===== src/bcs_consts.svh =====
// Offsets, reset values and timing counts of the charge sequencer
`ifndef BCS_CONSTS_SVH
`define BCS_CONSTS_SVH

`define BCS_CLK_KHZ 10000
`define BCS_DISCH_MS 1000
`define BCS_WAKE_MS 500
`define BCS_DISCH_CYC (`BCS_DISCH_MS * `BCS_CLK_KHZ)
`define BCS_WAKE_CYC (`BCS_WAKE_MS * `BCS_CLK_KHZ)

`define BCS_OFS_STATUS 5'h00
`define BCS_OFS_SAFE_TC 5'h04
`define BCS_OFS_PRE_TC 5'h08
`define BCS_OFS_SAFE_CNT 5'h0C
`define BCS_OFS_PRE_CNT 5'h10

`define BCS_SAFE_TC_RST 32'h0100_0000
`define BCS_PRE_TC_RST 32'h0010_0000

`define BCS_STAT_HI_BIT 11
`define BCS_STAT_RET_BIT 12
`define BCS_STAT_PIN_LSB 16

`endif


===== src/bcs_pkg.sv =====
// Types shared by the charge sequencer
package bcs_pkg;

   typedef enum logic [10:0] {
      BCS_SLEEP = 11'h001,
      BCS_START = 11'h002,
      BCS_PRECOND = 11'h004,
      BCS_FAST = 11'h008,
      BCS_SUSP = 11'h010,
      BCS_DONE = 11'h020,
      BCS_PRE_FLT = 11'h040,
      BCS_TMR_FLT = 11'h080,
      BCS_DET_DIS = 11'h100,
      BCS_DET_WAKE = 11'h200,
      BCS_ABSENT = 11'h400
   } bcs_state_t;

   // Comparator results and pin levels
   typedef struct packed {
      logic wake_threshold;
      logic charge_en_n;
      logic temp_start_ok;
      logic temp_run_ok;
      logic below_precharge_exit;
      logic below_recharge;
      logic below_short;
      logic volt_reg_active;
      logic taper_cutoff_current;
      logic timer_cap_control_low;
      logic timer_cap_control_high;
      logic cells_high;
      logic status_line_a_i;
      logic status_line_b_i;
      logic adapter_present_n_i;
   } bcs_sense_t;

   // Power stage controls and open-drain pins
   typedef struct packed {
      logic pwm_en;
      logic precondition_current_en;
      logic replacement_sense_current_en;
      logic discharge_en;
      logic wake_en;
      logic regulation_voltage_8v4;
      logic status_line_a_o;
      logic status_line_a_oe_n;
      logic status_line_b_o;
      logic status_line_b_oe_n;
      logic adapter_present_n_o;
      logic adapter_present_n_oe_n;
   } bcs_drive_t;

   typedef struct packed {
      bcs_state_t st;
      logic ret_pre;
      logic hi_seen;
      logic ce_n_p;
      logic ttc_low_p;
      logic [31:0] safe_cnt;
      logic [31:0] pre_cnt;
      logic [31:0] det_cnt;
      logic [31:0] safe_tc;
      logic [31:0] pre_tc;
      logic waitreq;
      logic [31:0] rdata;
      bcs_drive_t drv;
   } bcs_regs_t;

endpackage : bcs_pkg


===== src/bcs_sequencer.sv =====
// Charge-cycle sequencer with Avalon-MM register slave
// Summary of operation
// - New cycle starts only with temperature inside low-to-high start window.
// - Charging suspends outside low-to-cutoff window; resumes inside start window.
// - Suspend stops the power stage and freezes timers without clearing.
// - Below precharge exit level, apply precondition current and start its timer.
// - Precondition timeout stops charge, reports fault, applies replacement-sense current.
// - Precondition fault clears on reset, supply loss, battery replacement, enable fall or timer pin rise.
// - Cell input low selects 4.2 V regulation, high selects 8.4 V.
// - In constant-voltage phase, end the cycle at the taper cutoff current.
// - Recharge drop, power-on below recharge, enable toggle or timer pin restart charging.
// - Timer pin below enable level disables termination and the safety timer.
// - Timer pin rising above enable level re-enables both and zeroes the count.
// - Timer pin held high disables the safety and precondition timers, not termination.
// - Without adapter supply the sequencer sleeps.
// - Status A on in precondition and fast charge (off in suspend), B on when complete, both off otherwise.
// - Adapter-present output on once awake, off while asleep.
// - Charge only while the active-low enable is low.
// - Falling enable edge resets all timers and clears all faults.
// - Safety fault above recharge waits for a drop, then runs absence detection.
// - Safety fault below recharge applies replacement-sense current until battery rises.
// - Absence test: discharge then short check, wake then recharge check.
`include "bcs_consts.svh"

module bcs_sequencer #(
   parameter int unsigned DISCH_CYC = `BCS_DISCH_CYC,
   parameter int unsigned WAKE_CYC = `BCS_WAKE_CYC
) (
   input wire logic clk,
   input wire logic sys_rst,
   input wire logic [4:0] avs_address,
   input wire logic avs_read,
   input wire logic avs_write,
   input wire logic [31:0] avs_writedata,
   input wire logic [3:0] avs_byteenable,
   output logic [31:0] avs_readdata,
   output logic avs_waitrequest,
   input wire bcs_pkg::bcs_sense_t sense,
   output bcs_pkg::bcs_drive_t drive
);
   import bcs_pkg::*;

   localparam bcs_regs_t RST = '{
      st: BCS_SLEEP,
      ce_n_p: 1'b1,
      safe_tc: `BCS_SAFE_TC_RST,
      pre_tc: `BCS_PRE_TC_RST,
      waitreq: 1'b1,
      drv: '{
         status_line_a_oe_n: 1'b1,
         status_line_b_oe_n: 1'b1,
         adapter_present_n_oe_n: 1'b1,
         default: 1'b0
      },
      default: '0
   };

   // Word index 0..4, 7 for an unmapped address
   function automatic logic [2:0] reg_index(input logic [4:0] a);
      case (a)
         `BCS_OFS_STATUS: reg_index = 3'h0;
         `BCS_OFS_SAFE_TC: reg_index = 3'h1;
         `BCS_OFS_PRE_TC: reg_index = 3'h2;
         `BCS_OFS_SAFE_CNT: reg_index = 3'h3;
         `BCS_OFS_PRE_CNT: reg_index = 3'h4;
         default: reg_index = 3'h7;
      endcase
   endfunction : reg_index

   function automatic logic [31:0] be_merge(
      input logic [31:0] old,
      input logic [31:0] nw,
      input logic [3:0] be
   );
      be_merge = old;
      for (int i = 0; i < 4; i++) begin
         if (be[i]) begin
            be_merge[i*8 +: 8] = nw[i*8 +: 8];
         end
      end
   endfunction : be_merge

   bcs_regs_t s_q;
   bcs_regs_t s_d;
   logic ce_fall;
   logic ttc_rise;
   logic timer_run;
   logic term_en;
   logic safe_to;
   logic pre_to;
   logic charging;
   logic [2:0] idx;

   always_comb begin
      s_d = s_q;
      ce_fall = s_q.ce_n_p && !sense.charge_en_n;
      ttc_rise = s_q.ttc_low_p && !sense.timer_cap_control_low;
      timer_run = !sense.timer_cap_control_low && !sense.timer_cap_control_high;
      term_en = !sense.timer_cap_control_low;
      safe_to = (s_q.st == BCS_FAST) && timer_run && (s_q.safe_cnt >= s_q.safe_tc);
      pre_to = (s_q.st == BCS_PRECOND) && timer_run && (s_q.pre_cnt >= s_q.pre_tc);
      s_d.ce_n_p = sense.charge_en_n;
      s_d.ttc_low_p = sense.timer_cap_control_low;

      case (s_q.st)
         BCS_SLEEP: begin
            if (sense.below_recharge) begin
               s_d.st = BCS_START;
            end else begin
               s_d.st = BCS_DONE;
            end
         end
         BCS_START: begin
            s_d.safe_cnt = '0;
            s_d.pre_cnt = '0;
            s_d.hi_seen = 1'b0;
            if (!sense.charge_en_n && sense.temp_start_ok) begin
               if (sense.below_precharge_exit) begin
                  s_d.st = BCS_PRECOND;
               end else begin
                  s_d.st = BCS_FAST;
               end
            end
         end
         BCS_PRECOND: begin
            if (pre_to) begin
               s_d.st = BCS_PRE_FLT;
            end else if (!sense.temp_run_ok) begin
               s_d.st = BCS_SUSP;
               s_d.ret_pre = 1'b1;
            end else if (!sense.below_precharge_exit) begin
               s_d.st = BCS_FAST;
            end else if (timer_run) begin
               s_d.pre_cnt = s_q.pre_cnt + 32'h0000_0001;
            end
         end
         BCS_FAST: begin
            if (safe_to) begin
               s_d.st = BCS_TMR_FLT;
               s_d.hi_seen = !sense.below_recharge;
            end else if (!sense.temp_run_ok) begin
               s_d.st = BCS_SUSP;
               s_d.ret_pre = 1'b0;
            end else if (term_en && sense.volt_reg_active && sense.taper_cutoff_current) begin
               s_d.st = BCS_DONE;
            end else if (timer_run) begin
               s_d.safe_cnt = s_q.safe_cnt + 32'h0000_0001;
            end
         end
         BCS_SUSP: begin
            // Counters are left untouched here
            if (sense.temp_start_ok) begin
               if (s_q.ret_pre) begin
                  s_d.st = BCS_PRECOND;
               end else begin
                  s_d.st = BCS_FAST;
               end
            end
         end
         BCS_DONE: begin
            if (sense.below_recharge) begin
               s_d.st = BCS_DET_DIS;
               s_d.det_cnt = '0;
            end
         end
         BCS_PRE_FLT: begin
            // A fresh pack lifts the battery above the exit level
            if (!sense.below_precharge_exit) begin
               s_d.st = BCS_START;
            end
         end
         BCS_TMR_FLT: begin
            if (!sense.below_recharge) begin
               s_d.hi_seen = 1'b1;
            end else if (s_q.hi_seen) begin
               s_d.st = BCS_DET_DIS;
               s_d.det_cnt = '0;
            end
         end
         BCS_DET_DIS: begin
            s_d.det_cnt = s_q.det_cnt + 32'h0000_0001;
            if (s_q.det_cnt >= 32'(DISCH_CYC - 1)) begin
               s_d.det_cnt = '0;
               if (sense.below_short) begin
                  s_d.st = BCS_DET_WAKE;
               end else begin
                  s_d.st = BCS_START;
               end
            end
         end
         BCS_DET_WAKE: begin
            s_d.det_cnt = s_q.det_cnt + 32'h0000_0001;
            if (s_q.det_cnt >= 32'(WAKE_CYC - 1)) begin
               s_d.det_cnt = '0;
               if (!sense.below_recharge) begin
                  s_d.st = BCS_ABSENT;
               end else begin
                  s_d.st = BCS_START;
               end
            end
         end
         BCS_ABSENT: begin
            if (sense.below_recharge) begin
               s_d.st = BCS_DET_DIS;
               s_d.det_cnt = '0;
            end
         end
         default: begin
            s_d.st = BCS_SLEEP;
         end
      endcase

      charging = (s_q.st == BCS_PRECOND) || (s_q.st == BCS_FAST) || (s_q.st == BCS_SUSP);
      if (!sense.wake_threshold) begin
         s_d.st = BCS_SLEEP;
      end else if ((ce_fall || ttc_rise) && !safe_to && !pre_to) begin
         // A timeout in the same cycle keeps its fault
         s_d.st = BCS_START;
         s_d.safe_cnt = '0;
         s_d.pre_cnt = '0;
         s_d.det_cnt = '0;
         s_d.hi_seen = 1'b0;
      end else if (sense.charge_en_n && charging) begin
         s_d.st = BCS_START;
      end

      s_d.drv.pwm_en = (s_d.st == BCS_PRECOND) || (s_d.st == BCS_FAST);
      s_d.drv.precondition_current_en = (s_d.st == BCS_PRECOND);
      s_d.drv.replacement_sense_current_en = (s_d.st == BCS_PRE_FLT) ||
         ((s_d.st == BCS_TMR_FLT) && !s_d.hi_seen);
      s_d.drv.discharge_en = (s_d.st == BCS_DET_DIS);
      s_d.drv.wake_en = (s_d.st == BCS_DET_WAKE);
      s_d.drv.regulation_voltage_8v4 = sense.cells_high;
      s_d.drv.status_line_a_o = 1'b0;
      s_d.drv.status_line_b_o = 1'b0;
      s_d.drv.adapter_present_n_o = 1'b0;
      s_d.drv.status_line_a_oe_n = !((s_d.st == BCS_PRECOND) || (s_d.st == BCS_FAST));
      s_d.drv.status_line_b_oe_n = (s_d.st != BCS_DONE);
      s_d.drv.adapter_present_n_oe_n = (s_d.st == BCS_SLEEP);

      // Bus slave: one wait cycle, then a single-cycle acknowledge
      idx = reg_index(avs_address);
      s_d.waitreq = 1'b1;
      if ((avs_read || avs_write) && s_q.waitreq) begin
         s_d.waitreq = 1'b0;
         case (idx)
            3'h0: begin
               s_d.rdata = '0;
               s_d.rdata[10:0] = s_q.st;
               s_d.rdata[`BCS_STAT_HI_BIT] = s_q.hi_seen;
               s_d.rdata[`BCS_STAT_RET_BIT] = s_q.ret_pre;
               s_d.rdata[`BCS_STAT_PIN_LSB +: 3] = {sense.adapter_present_n_i,
                  sense.status_line_b_i, sense.status_line_a_i};
            end
            3'h1: s_d.rdata = s_q.safe_tc;
            3'h2: s_d.rdata = s_q.pre_tc;
            3'h3: s_d.rdata = s_q.safe_cnt;
            3'h4: s_d.rdata = s_q.pre_cnt;
            default: s_d.rdata = '0;
         endcase
      end
      if (avs_write && !s_q.waitreq) begin
         if (idx == 3'h1) begin
            s_d.safe_tc = be_merge(s_q.safe_tc, avs_writedata, avs_byteenable);
         end else if (idx == 3'h2) begin
            s_d.pre_tc = be_merge(s_q.pre_tc, avs_writedata, avs_byteenable);
         end
      end
   end

   always_ff @(posedge clk or posedge sys_rst) begin
      if (sys_rst) begin
         s_q <= RST;
      end else begin
         s_q <= s_d;
      end
   end

   assign avs_readdata = s_q.rdata;
   assign avs_waitrequest = s_q.waitreq;
   assign drive = s_q.drv;
endmodule : bcs_sequencer


===== config.mk =====
export PLATFORM = sky130hd
export DESIGN_NAME = bcs_sequencer
export DESIGN_NICKNAME = d
export VERILOG_FILES = /design/src/bcs_pkg.sv /design/src/bcs_sequencer.sv
export VERILOG_INCLUDE_DIRS = /design/src
export SDC_FILE = /design/constraint.sdc
export NUM_CORES = 1
export LEC_CHECK = 0
export ABC_CLOCK_PERIOD_IN_PS = 22500
export BUFFER_PORTS_ARGS = -buffer_cell sky130_fd_sc_hd__buf_4
export CORE_ASPECT_RATIO = 1.4
export CORE_MARGIN = 4
export CORE_UTILIZATION = 35
export DETAILED_ROUTE_END_ITERATION = 6
export PLACE_DENSITY = 0.54
export SYNTH_ARGS = -nofsm -noshare
export SYNTH_HDL_FRONTEND = slang
export SYNTH_SLANG_ARGS = --single-unit
export TNS_END_PERCENT = 1

===== constraint.sdc =====
create_clock -name clk -period 22.5 [get_ports clk]
set_clock_uncertainty 0.15 [all_clocks]
set_input_delay 6.75 -clock clk [delete_from_list [all_inputs] [get_ports clk]]
set_output_delay 6.75 -clock clk [all_outputs]
set_load 0.05 [all_outputs]

==> flow_summary_export.csv, run 1 <==
group,metric,value,unit
status,outcome,"completed",
sta,maxSlewHeadroom,22.8,%
synthesis,yosys-top-cells-area,"dfrtp_1 40%, ha_1 6.5%, nand2_1 5.2%",
finish,area_delta_synth_final,12.6,%
synthesis,synth_compound_area_share,21.7,%
place,portBuffers,101,
global_route,grt_pass1_vias,11000,
drt,firstDrtPassIters,5,
sta,fmax,106,MHz
hold_path,whs_endpoint,"avs_readdata[8]",
finish,layout.nets,1591,
place,pre_cts_ws,12.57,ns
power_and_ir_drop,power.switching,0.000253,W
drt,routed_wl,40.9,mm
worst_setup_path,start_kind,"primary input",
sta,fin_crit,9.42,ns
place,place_congestion,0.931,
global_route,grt_overflow,0,
sta,min_period_over_period,41.9,%
floorplanning,core.rowCount,83,
synthesis,ys_warn_count,0,
drt,wl_per_cell,21.0,um
global_route,grt_pass1_wl,63.7,mm
global_route,grt_max_degree,85,
clocking,cts_htree_levels,1,
worst_setup_path,worst_ep_required_time,22.81,ns
synthesis,synth_top_family_by_area,"compound AO/OA/AOI/OAI gates",
synthesis,ys_seq_area_share,42.1,%
synthesis,synthFlopType,"dfrtp_1",
clocking,cts.hold.buffers_added,0,
finish,num_antenna_cells,0,
worst_setup_path,cp.arrival,9.73,ns
clocking,cts.path.max_buffers,3,
synthesis,syn_area_per_cell,8.94,um2
sta,whs,0.326,ns
synthesis,synth-async-reset-ratio,100,%
clocking,root_buffer,"clkbuf_16",
floorplanning,die_w,170,um
sta,worst_pin_slew,1.16,ns
power_and_ir_drop,total_power,0.000955,W
power_and_ir_drop,vdd_ir_drop_max,54.8,uV
synthesis,ys_ff_latch,217,
sta,rsz0062_at_grt,"no",
power_and_ir_drop,powerDensity,65.6,nW/um2
sta,setup_ws,13.08,ns
sta,finalSetupTns,0,ns
drt,drc,0,
drt,drt_iter0_markers,980,
finish,fin_util,39.8,%
drt,dr_total_vias,11200,
clocking,cts_tree,"done",
synthesis,yosys.area_share.simple,21.5,%
clocking,postCtsSetupBuffers,0,
worst_setup_path,worstReg2RegStart,"s_q[190]",
global_route,grtUsageTotal,19.9,%
synthesis,netlist_area,12900,um2
clocking,path_clk_slew,0.06,ns
worst_setup_path,crit_type,"primary input to flip-flop",
power_and_ir_drop,seqPwrFrac,44.4,%
synthesis,synth-edff-count,0,
sta,hold_viol,0,
run,maxCapViolCount,0,
floorplanning,die_h,235,um
finish,drive_gt1_share,13.6,%
finish,num-fill-cells,3730,
power_and_ir_drop,p_sw_share,26.5,%
worst_setup_path,reg2reg_depth,9,
hold_path,hold_depth,1,
worst_setup_path,crit_fanout,24,
power_and_ir_drop,comb_power_share,10.8,%
power_and_ir_drop,leakage,6.81,nW
hold_path,hold_path.class,"flip-flop to flip-flop",
global_route,antenna_found_initial,0,
floorplanning,design.core.area,36600,um2
clocking,clk_latency,0.53,ns
clocking,cts_made_buffers,25,
place,dpl.hpwl,29.4,mm
power_and_ir_drop,pwr-share-clk,44.8,%
floorplanning,ios,105,
worst_setup_path,regToRegEndpoint,"s_q[204]",
worst_setup_path,cp-end-kind,"flip-flop",
synthesis,synth.area.mux_share,0.329,%
clocking,cts-resized-gates,0,
clocking,cts_sinks,217,
synthesis,synth.distinct_cells,76,
synthesis,postSynthCellCount,1447,
drt,viasPerCell,5.74,
synthesis,synth_top_cell_by_area,"dfrtp_1",
sta,setup_viol,0,
synthesis,synth_top_area_share,40.4,%
worst_setup_path,rrSetupSlack,17.91,ns
synthesis,synthAdderAreaFrac,6.48,%
drt,ant_nets,0,
floorplanning,start_util,35.4,%
sta,final_max_slew_viol_count,0,
hold_path,min-delay-start,"avs_readdata[8]",
synthesis,synth_xor_area_share,0,%
power_and_ir_drop,p_int,0.000702,W
floorplanning,fp.dieArea,40100,um2
## flip-flops by register name, indices dropped and copies added, names as in the netlist
| register | count |
|---|---|
| s_q | 175 |
| avs_readdata | 32 |
| drive | 9 |
| avs_waitrequest | 1 |
## metrics by stage
step	std cells	area, um2
2_1_floorplan	1449	12900
3_3_place_gp	1904	13700
5_1_grt	1949	14600
4_1_cts	1949	14600
6_report	1949	14600
3_5_place_dp	1904	13700
## layout make-up
type / count / area, um2 / share of cell area (%)
clock buffers: 34 / 689 / 4.73
flip-flops and latches: 217 / 5440 / 37.4
clock inverters: 11 / 155 / 1.07
well taps: 467 / 584 / 4.01
inverters: 89 / 342 / 2.35
repair buffers: 113 / 848 / 5.82
multi-input cells: 1018 / 6500 / 44.7
## kinds of logic (layout without fill, tap and decap cells)
logic type	after synthesis	count (layout)
simple gates	521	521
compound gates	423	423
flops	217	217
buf+inv	214	247
fa+ha+maj	67	67
mux	4	4
other cells	1	3
## cell usage after synthesis, drive strengths merged (5+ instances only)
cell and number:
a211oi 8, a21o 20, a21oi 122, a222oi 32, a22o 16, a22oi 20
a31oi 10, and2 10, and3 51, and4 5, buf 60, clkbuf 65
dfrtp 209, dfstp 8, ha 67, inv 89, nand2 179, nand2b 7
nand3 45, nand3b 16, nand4 28, nor2 57, nor2b 10, nor3 34
nor3b 8, nor4 10, o211ai 36, o21a 15, o21ai 106, or2 9
or3 42
## worst max path at each step
| stage | startpoint | end | slack (ns) | depth (start not counted) |
|---|---|---|---|---|
| final | sense[5] | s_q[204] | 13.08 | 8 |
| after global routing | sense[5] | s_q[204] | 12.82 | 8 |
| after CTS | sense[5] | s_q[204] | 13.12 | 8 |
| after detailed placement | sense[5] | s_q[204] | 12.57 | 8 |
| after global placement | sense[5] | s_q[204] | 12.67 | 8 |
| after floorplan | sys_rst | avs_readdata[0] | 9.68 | 1 |
## critical path, stage by stage
cell and delay [ns]:
buf_4 0.10, nor2_1 0.08, nand3_1 0.13, a31oi_2 0.08, a31oi_2 0.67, nand4_1 1.00, or4_1 0.74, a21oi_1 0.15
## power groups by stage
stage / logic, W / registers, W / clock network [W]
final: 0.000103 / 0.000424 / 0.000428
after global routing: 0.000116 / 0.000426 / 0.000456
after CTS: 0.000105 / 0.000423 / 0.000440
after detailed placement: 0.000104 / 0.000430 / 0
after global placement: 0.000103 / 0.000430 / 0
after floorplan: 0.0000713 / 0.000427 / 0
## metal layers
layer | share of wire (%) | routed length [um] | track usage, % | vias to the layer above
li1 | - | - | - | 5267
met2 | 51 | 20700 | 34.6 | 335
met5 | 0 | 0 | 0 | -
met4 | 3.5 | 1440 | 7.36 | 0
met3 | 5.1 | 2080 | 2.22 | 70
met1 | 41 | 16700 | 25.1 | 5516
## layout by cell type (no fill, tap or decap), drive strengths merged, types with 8 or more instances in the layout
cell type | Yosys | routed
buf | 60 | 113
o21ai | 106 | 106
a21o | 20 | 20
o21a | 15 | 15
and3 | 51 | 51
ha | 67 | 67
nor3 | 34 | 34
nor3b | 8 | 8
nand2 | 179 | 179
nor2 | 57 | 57
a21oi | 122 | 122
nand3b | 16 | 16
a211oi | 8 | 8
dfstp | 8 | 8
nand3 | 45 | 45
a22oi | 20 | 20
clkbuf | 65 | 34
a222oi | 32 | 32
and2 | 10 | 10
nor2b | 10 | 10
inv | 89 | 89
nand4 | 28 | 28
o211ai | 36 | 36
a31oi | 10 | 10
a22o | 16 | 16
nor4 | 10 | 10
or2 | 9 | 9
or3 | 42 | 42
dfrtp | 209 | 209
No activity file was read; power rests on OpenSTA's default activity.
==> inputs of run 2 (changes only) <==
--- a/config.mk
+++ b/config.mk
@@ -6,7 +6,8 @@
 export SDC_FILE = /design/constraint.sdc
 export NUM_CORES = 1
 export LEC_CHECK = 0
-export ABC_CLOCK_PERIOD_IN_PS = 22500
+export ABC_AREA = 1
+export ABC_CLOCK_PERIOD_IN_PS = 9000
 export BUFFER_PORTS_ARGS = -buffer_cell sky130_fd_sc_hd__buf_4
 export CORE_ASPECT_RATIO = 1.4
 export CORE_MARGIN = 4
==> constraint.sdc (replaced) <==
create_clock -name clk -period 9 [get_ports clk]
set_clock_uncertainty 0.15 [all_clocks]
set_input_delay 2.7 -clock clk [delete_from_list [all_inputs] [get_ports clk]]
set_output_delay 2.7 -clock clk [all_outputs]
set_load 0.05 [all_outputs]
==> run 2 against run 1 <==
Wire length grew 29%. Synthesized cell count up 53%. Clock power rose to 2.9 times the previous value. Synthesized area is 18% higher. Count of clock-buffer cells in the layout decreased by 2.
==> flow_summary_export.csv, run 2 <==
group,metric,value,unit
place,place_congestion,0.933,
global_route,grt_max_degree,121,
sta,fin_crit,4.71,ns
worst_setup_path,endpoint,"drive[9]",
clocking,cts_made_buffers,26,
global_route,grtUsageTotal,21.9,%
clocking,cts_sinks,217,
synthesis,ys_warn_count,0,
synthesis,synth_top_cell_by_area,"dfrtp_1",
sta,min_period_over_period,52.4,%
power_and_ir_drop,leakage,8.13,nW
hold_path,hold_path.class,"flip-flop to flip-flop",
synthesis,synthFlopType,"dfrtp_1",
hold_path,min-delay-start,"avs_readdata[21]",
synthesis,synth-async-reset-ratio,100,%
clocking,clk_latency,0.55,ns
floorplanning,design.core.area,43000,um2
synthesis,netlist_area,15200,um2
worst_setup_path,startpoint,"sense[5]",
clocking,path_clk_slew,0.06,ns
synthesis,synth.distinct_cells,59,
floorplanning,start_util,35.4,%
finish,layout_common_cells,"686 x nand2_1, 263 x inv_1, 226 x nor2_1, 209 x dfrtp_1, 157 x o21ai_0",
synthesis,ys_ff_latch,217,
floorplanning,die_w,184,um
finish,drive_gt1_share,10.6,%
worst_setup_path,cp-end-kind,"flip-flop",
synthesis,yosys-top-cells-count,"686 x nand2_1, 264 x inv_1, 226 x nor2_1, 209 x dfrtp_1, 157 x o21ai_0",
power_and_ir_drop,vdd_ir_drop_max,146,uV
worst_setup_path,start_kind,"primary input",
finish,area_delta_synth_final,12.7,%
sta,maxSlewHeadroom,38.6,%
synthesis,ys_seq_area_share,35.7,%
clocking,cts.hold.buffers_added,0,
worst_setup_path,cp.arrival,4.99,ns
sta,fmax,212,MHz
sta,setup_viol,0,
synthesis,synth_top_area_share,34.4,%
sta,final_max_slew_viol_count,0,
place,dpl.hpwl,39.8,mm
global_route,antenna_found_initial,0,
clocking,cts-resized-gates,0,
finish,regMostFlops,"s_q",
clocking,root_buffer,"clkbuf_16",
sta,hold_viol,0,
power_and_ir_drop,total_power,0.00268,W
synthesis,yosys-top-cells-area,"dfrtp_1 34%, nand2_1 17%, inv_1 6.5%",
floorplanning,die_h,255,um
clocking,cts_htree_levels,1,
finish,largest_register_ffs,175,
worst_setup_path,crit_type,"primary input to flip-flop",
power_and_ir_drop,powerDensity,156,nW/um2
sta,finalSetupTns,0,ns
finish,layout.nets,2370,
drt,wl_per_cell,18.7,um
clocking,cts_tree,"done",
synthesis,synth_most_common_cell,"nand2_1",
global_route,grt_overflow,0,
drt,firstDrtPassIters,5,
place,place_area,16200,um2
sta,whs,0.330,ns
floorplanning,core.rowCount,90,
floorplanning,fp.dieArea,46900,um2
drt,ant_nets,0,
global_route,grt_pass1_vias,14200,
drt,dr_total_vias,14800,
sta,rsz0062_at_grt,"no",
drt,routed_wl,52.6,mm
clocking,postCtsSetupBuffers,0,
place,portBuffers,101,
drt,drc,0,
worst_setup_path,regToRegEndpoint,"drive[9]",
worst_setup_path,reg2reg_depth,16,
synthesis,syn_area_per_cell,6.90,um2
synthesis,postSynthCellCount,2207,
finish,final_cell_area,17200,um2
run,maxCapViolCount,0,
synthesis,synth-edff-count,0,
clocking,cts.path.max_buffers,3,
worst_setup_path,crit_fanout,41,
floorplanning,ios,105,
worst_setup_path,worstReg2RegStart,"s_q[147]",
status,outcome,"completed",
worst_setup_path,worst_ep_required_time,9.28,ns
finish,final_common_cell,"nand2_1",
global_route,grt_pass1_wl,81.2,mm
sta,worst_pin_slew,0.921,ns
drt,drt_iter0_markers,1002,
worst_setup_path,rrSetupSlack,4.72,ns
drt,viasPerCell,5.24,
==> run 2: worst max-delay path: stages <==
cell     delay, ns
buf_4         0.12
or2_4         0.38
nor2_4        0.16
nand2_4       0.16
nand3_4       0.34
nor2_4        0.05
inv_2         0.65
nand3_1       0.21
nand2_1       0.11
nand2_1       0.07
==> run 2: kinds of logic after synthesis <==
kind of cell | after synthesis | share of synthesized area (%)
flip-flops | 217 | 35.7
other | 1 | 0.0246
XOR/XNOR | 7 | 0.403
adder cells (fa/ha/maj) | 67 | 5.51
AO/OA/AOI/OAI | 379 | 14.7
buffers and inverters | 388 | 11.2
AND/OR/NAND/NOR | 1148 | 32.4
==> run 2: how the worst min path moves through the flow <==
stage | endpoint | slack (ns) | cells after the start
after floorplan | avs_readdata[19] | 0.30 | 2
after global placement | avs_readdata[19] | 0.32 | 2
after detailed placement | avs_readdata[24] | 0.32 | 2
after CTS | avs_readdata[21] | 0.33 | 2
after global routing | avs_readdata[15] | 0.35 | 2
final | avs_readdata[21] | 0.33 | 2
==> run 2: metal layers <==
metal / up-vias / routed length, um / track usage (%)
li1: 7217 / - / -
met1: 6958 / 21400 / 27.1
met2: 472 / 26200 / 38.6
met3: 109 / 2570 / 1.84
met4: 0 / 2470 / 10.1
met5: - / 0 / 0
==> run 2: report_power, final <==
part / internal, W / switching, W
clock: 0.000761 / 0.000459
combinational: 0.000119 / 0.000284
sequential: 0.00102 / 0.0000357
==> run 2: cell type report <==
| type | count | area (um2) |
|---|---|---|
| well taps | 552 | 691 |
| clock buffers | 32 | 744 |
| clock inverters | 16 | 249 |
| diodes | 1 | 2.50 |
| fillers | 4611 | 25900 |
| inverters | 279 | 1070 |
| multi-input cells | 1604 | 8100 |
| flip-flops and latches | 217 | 5440 |
| repair buffers | 115 | 863 |
==> run 2: per-stage QoR <==
step | instances | utilization, % | worst slack (ns)
final | 2816 | 39.9 | 4.29
after global routing | 2815 | 39.9 | 4.12
after CTS | 2815 | 39.9 | 4.30
after detailed placement | 2767 | 37.6 | 3.71
after global placement | 2767 | 37.6 | 3.78
after floorplan | 2209 | - | 0.227
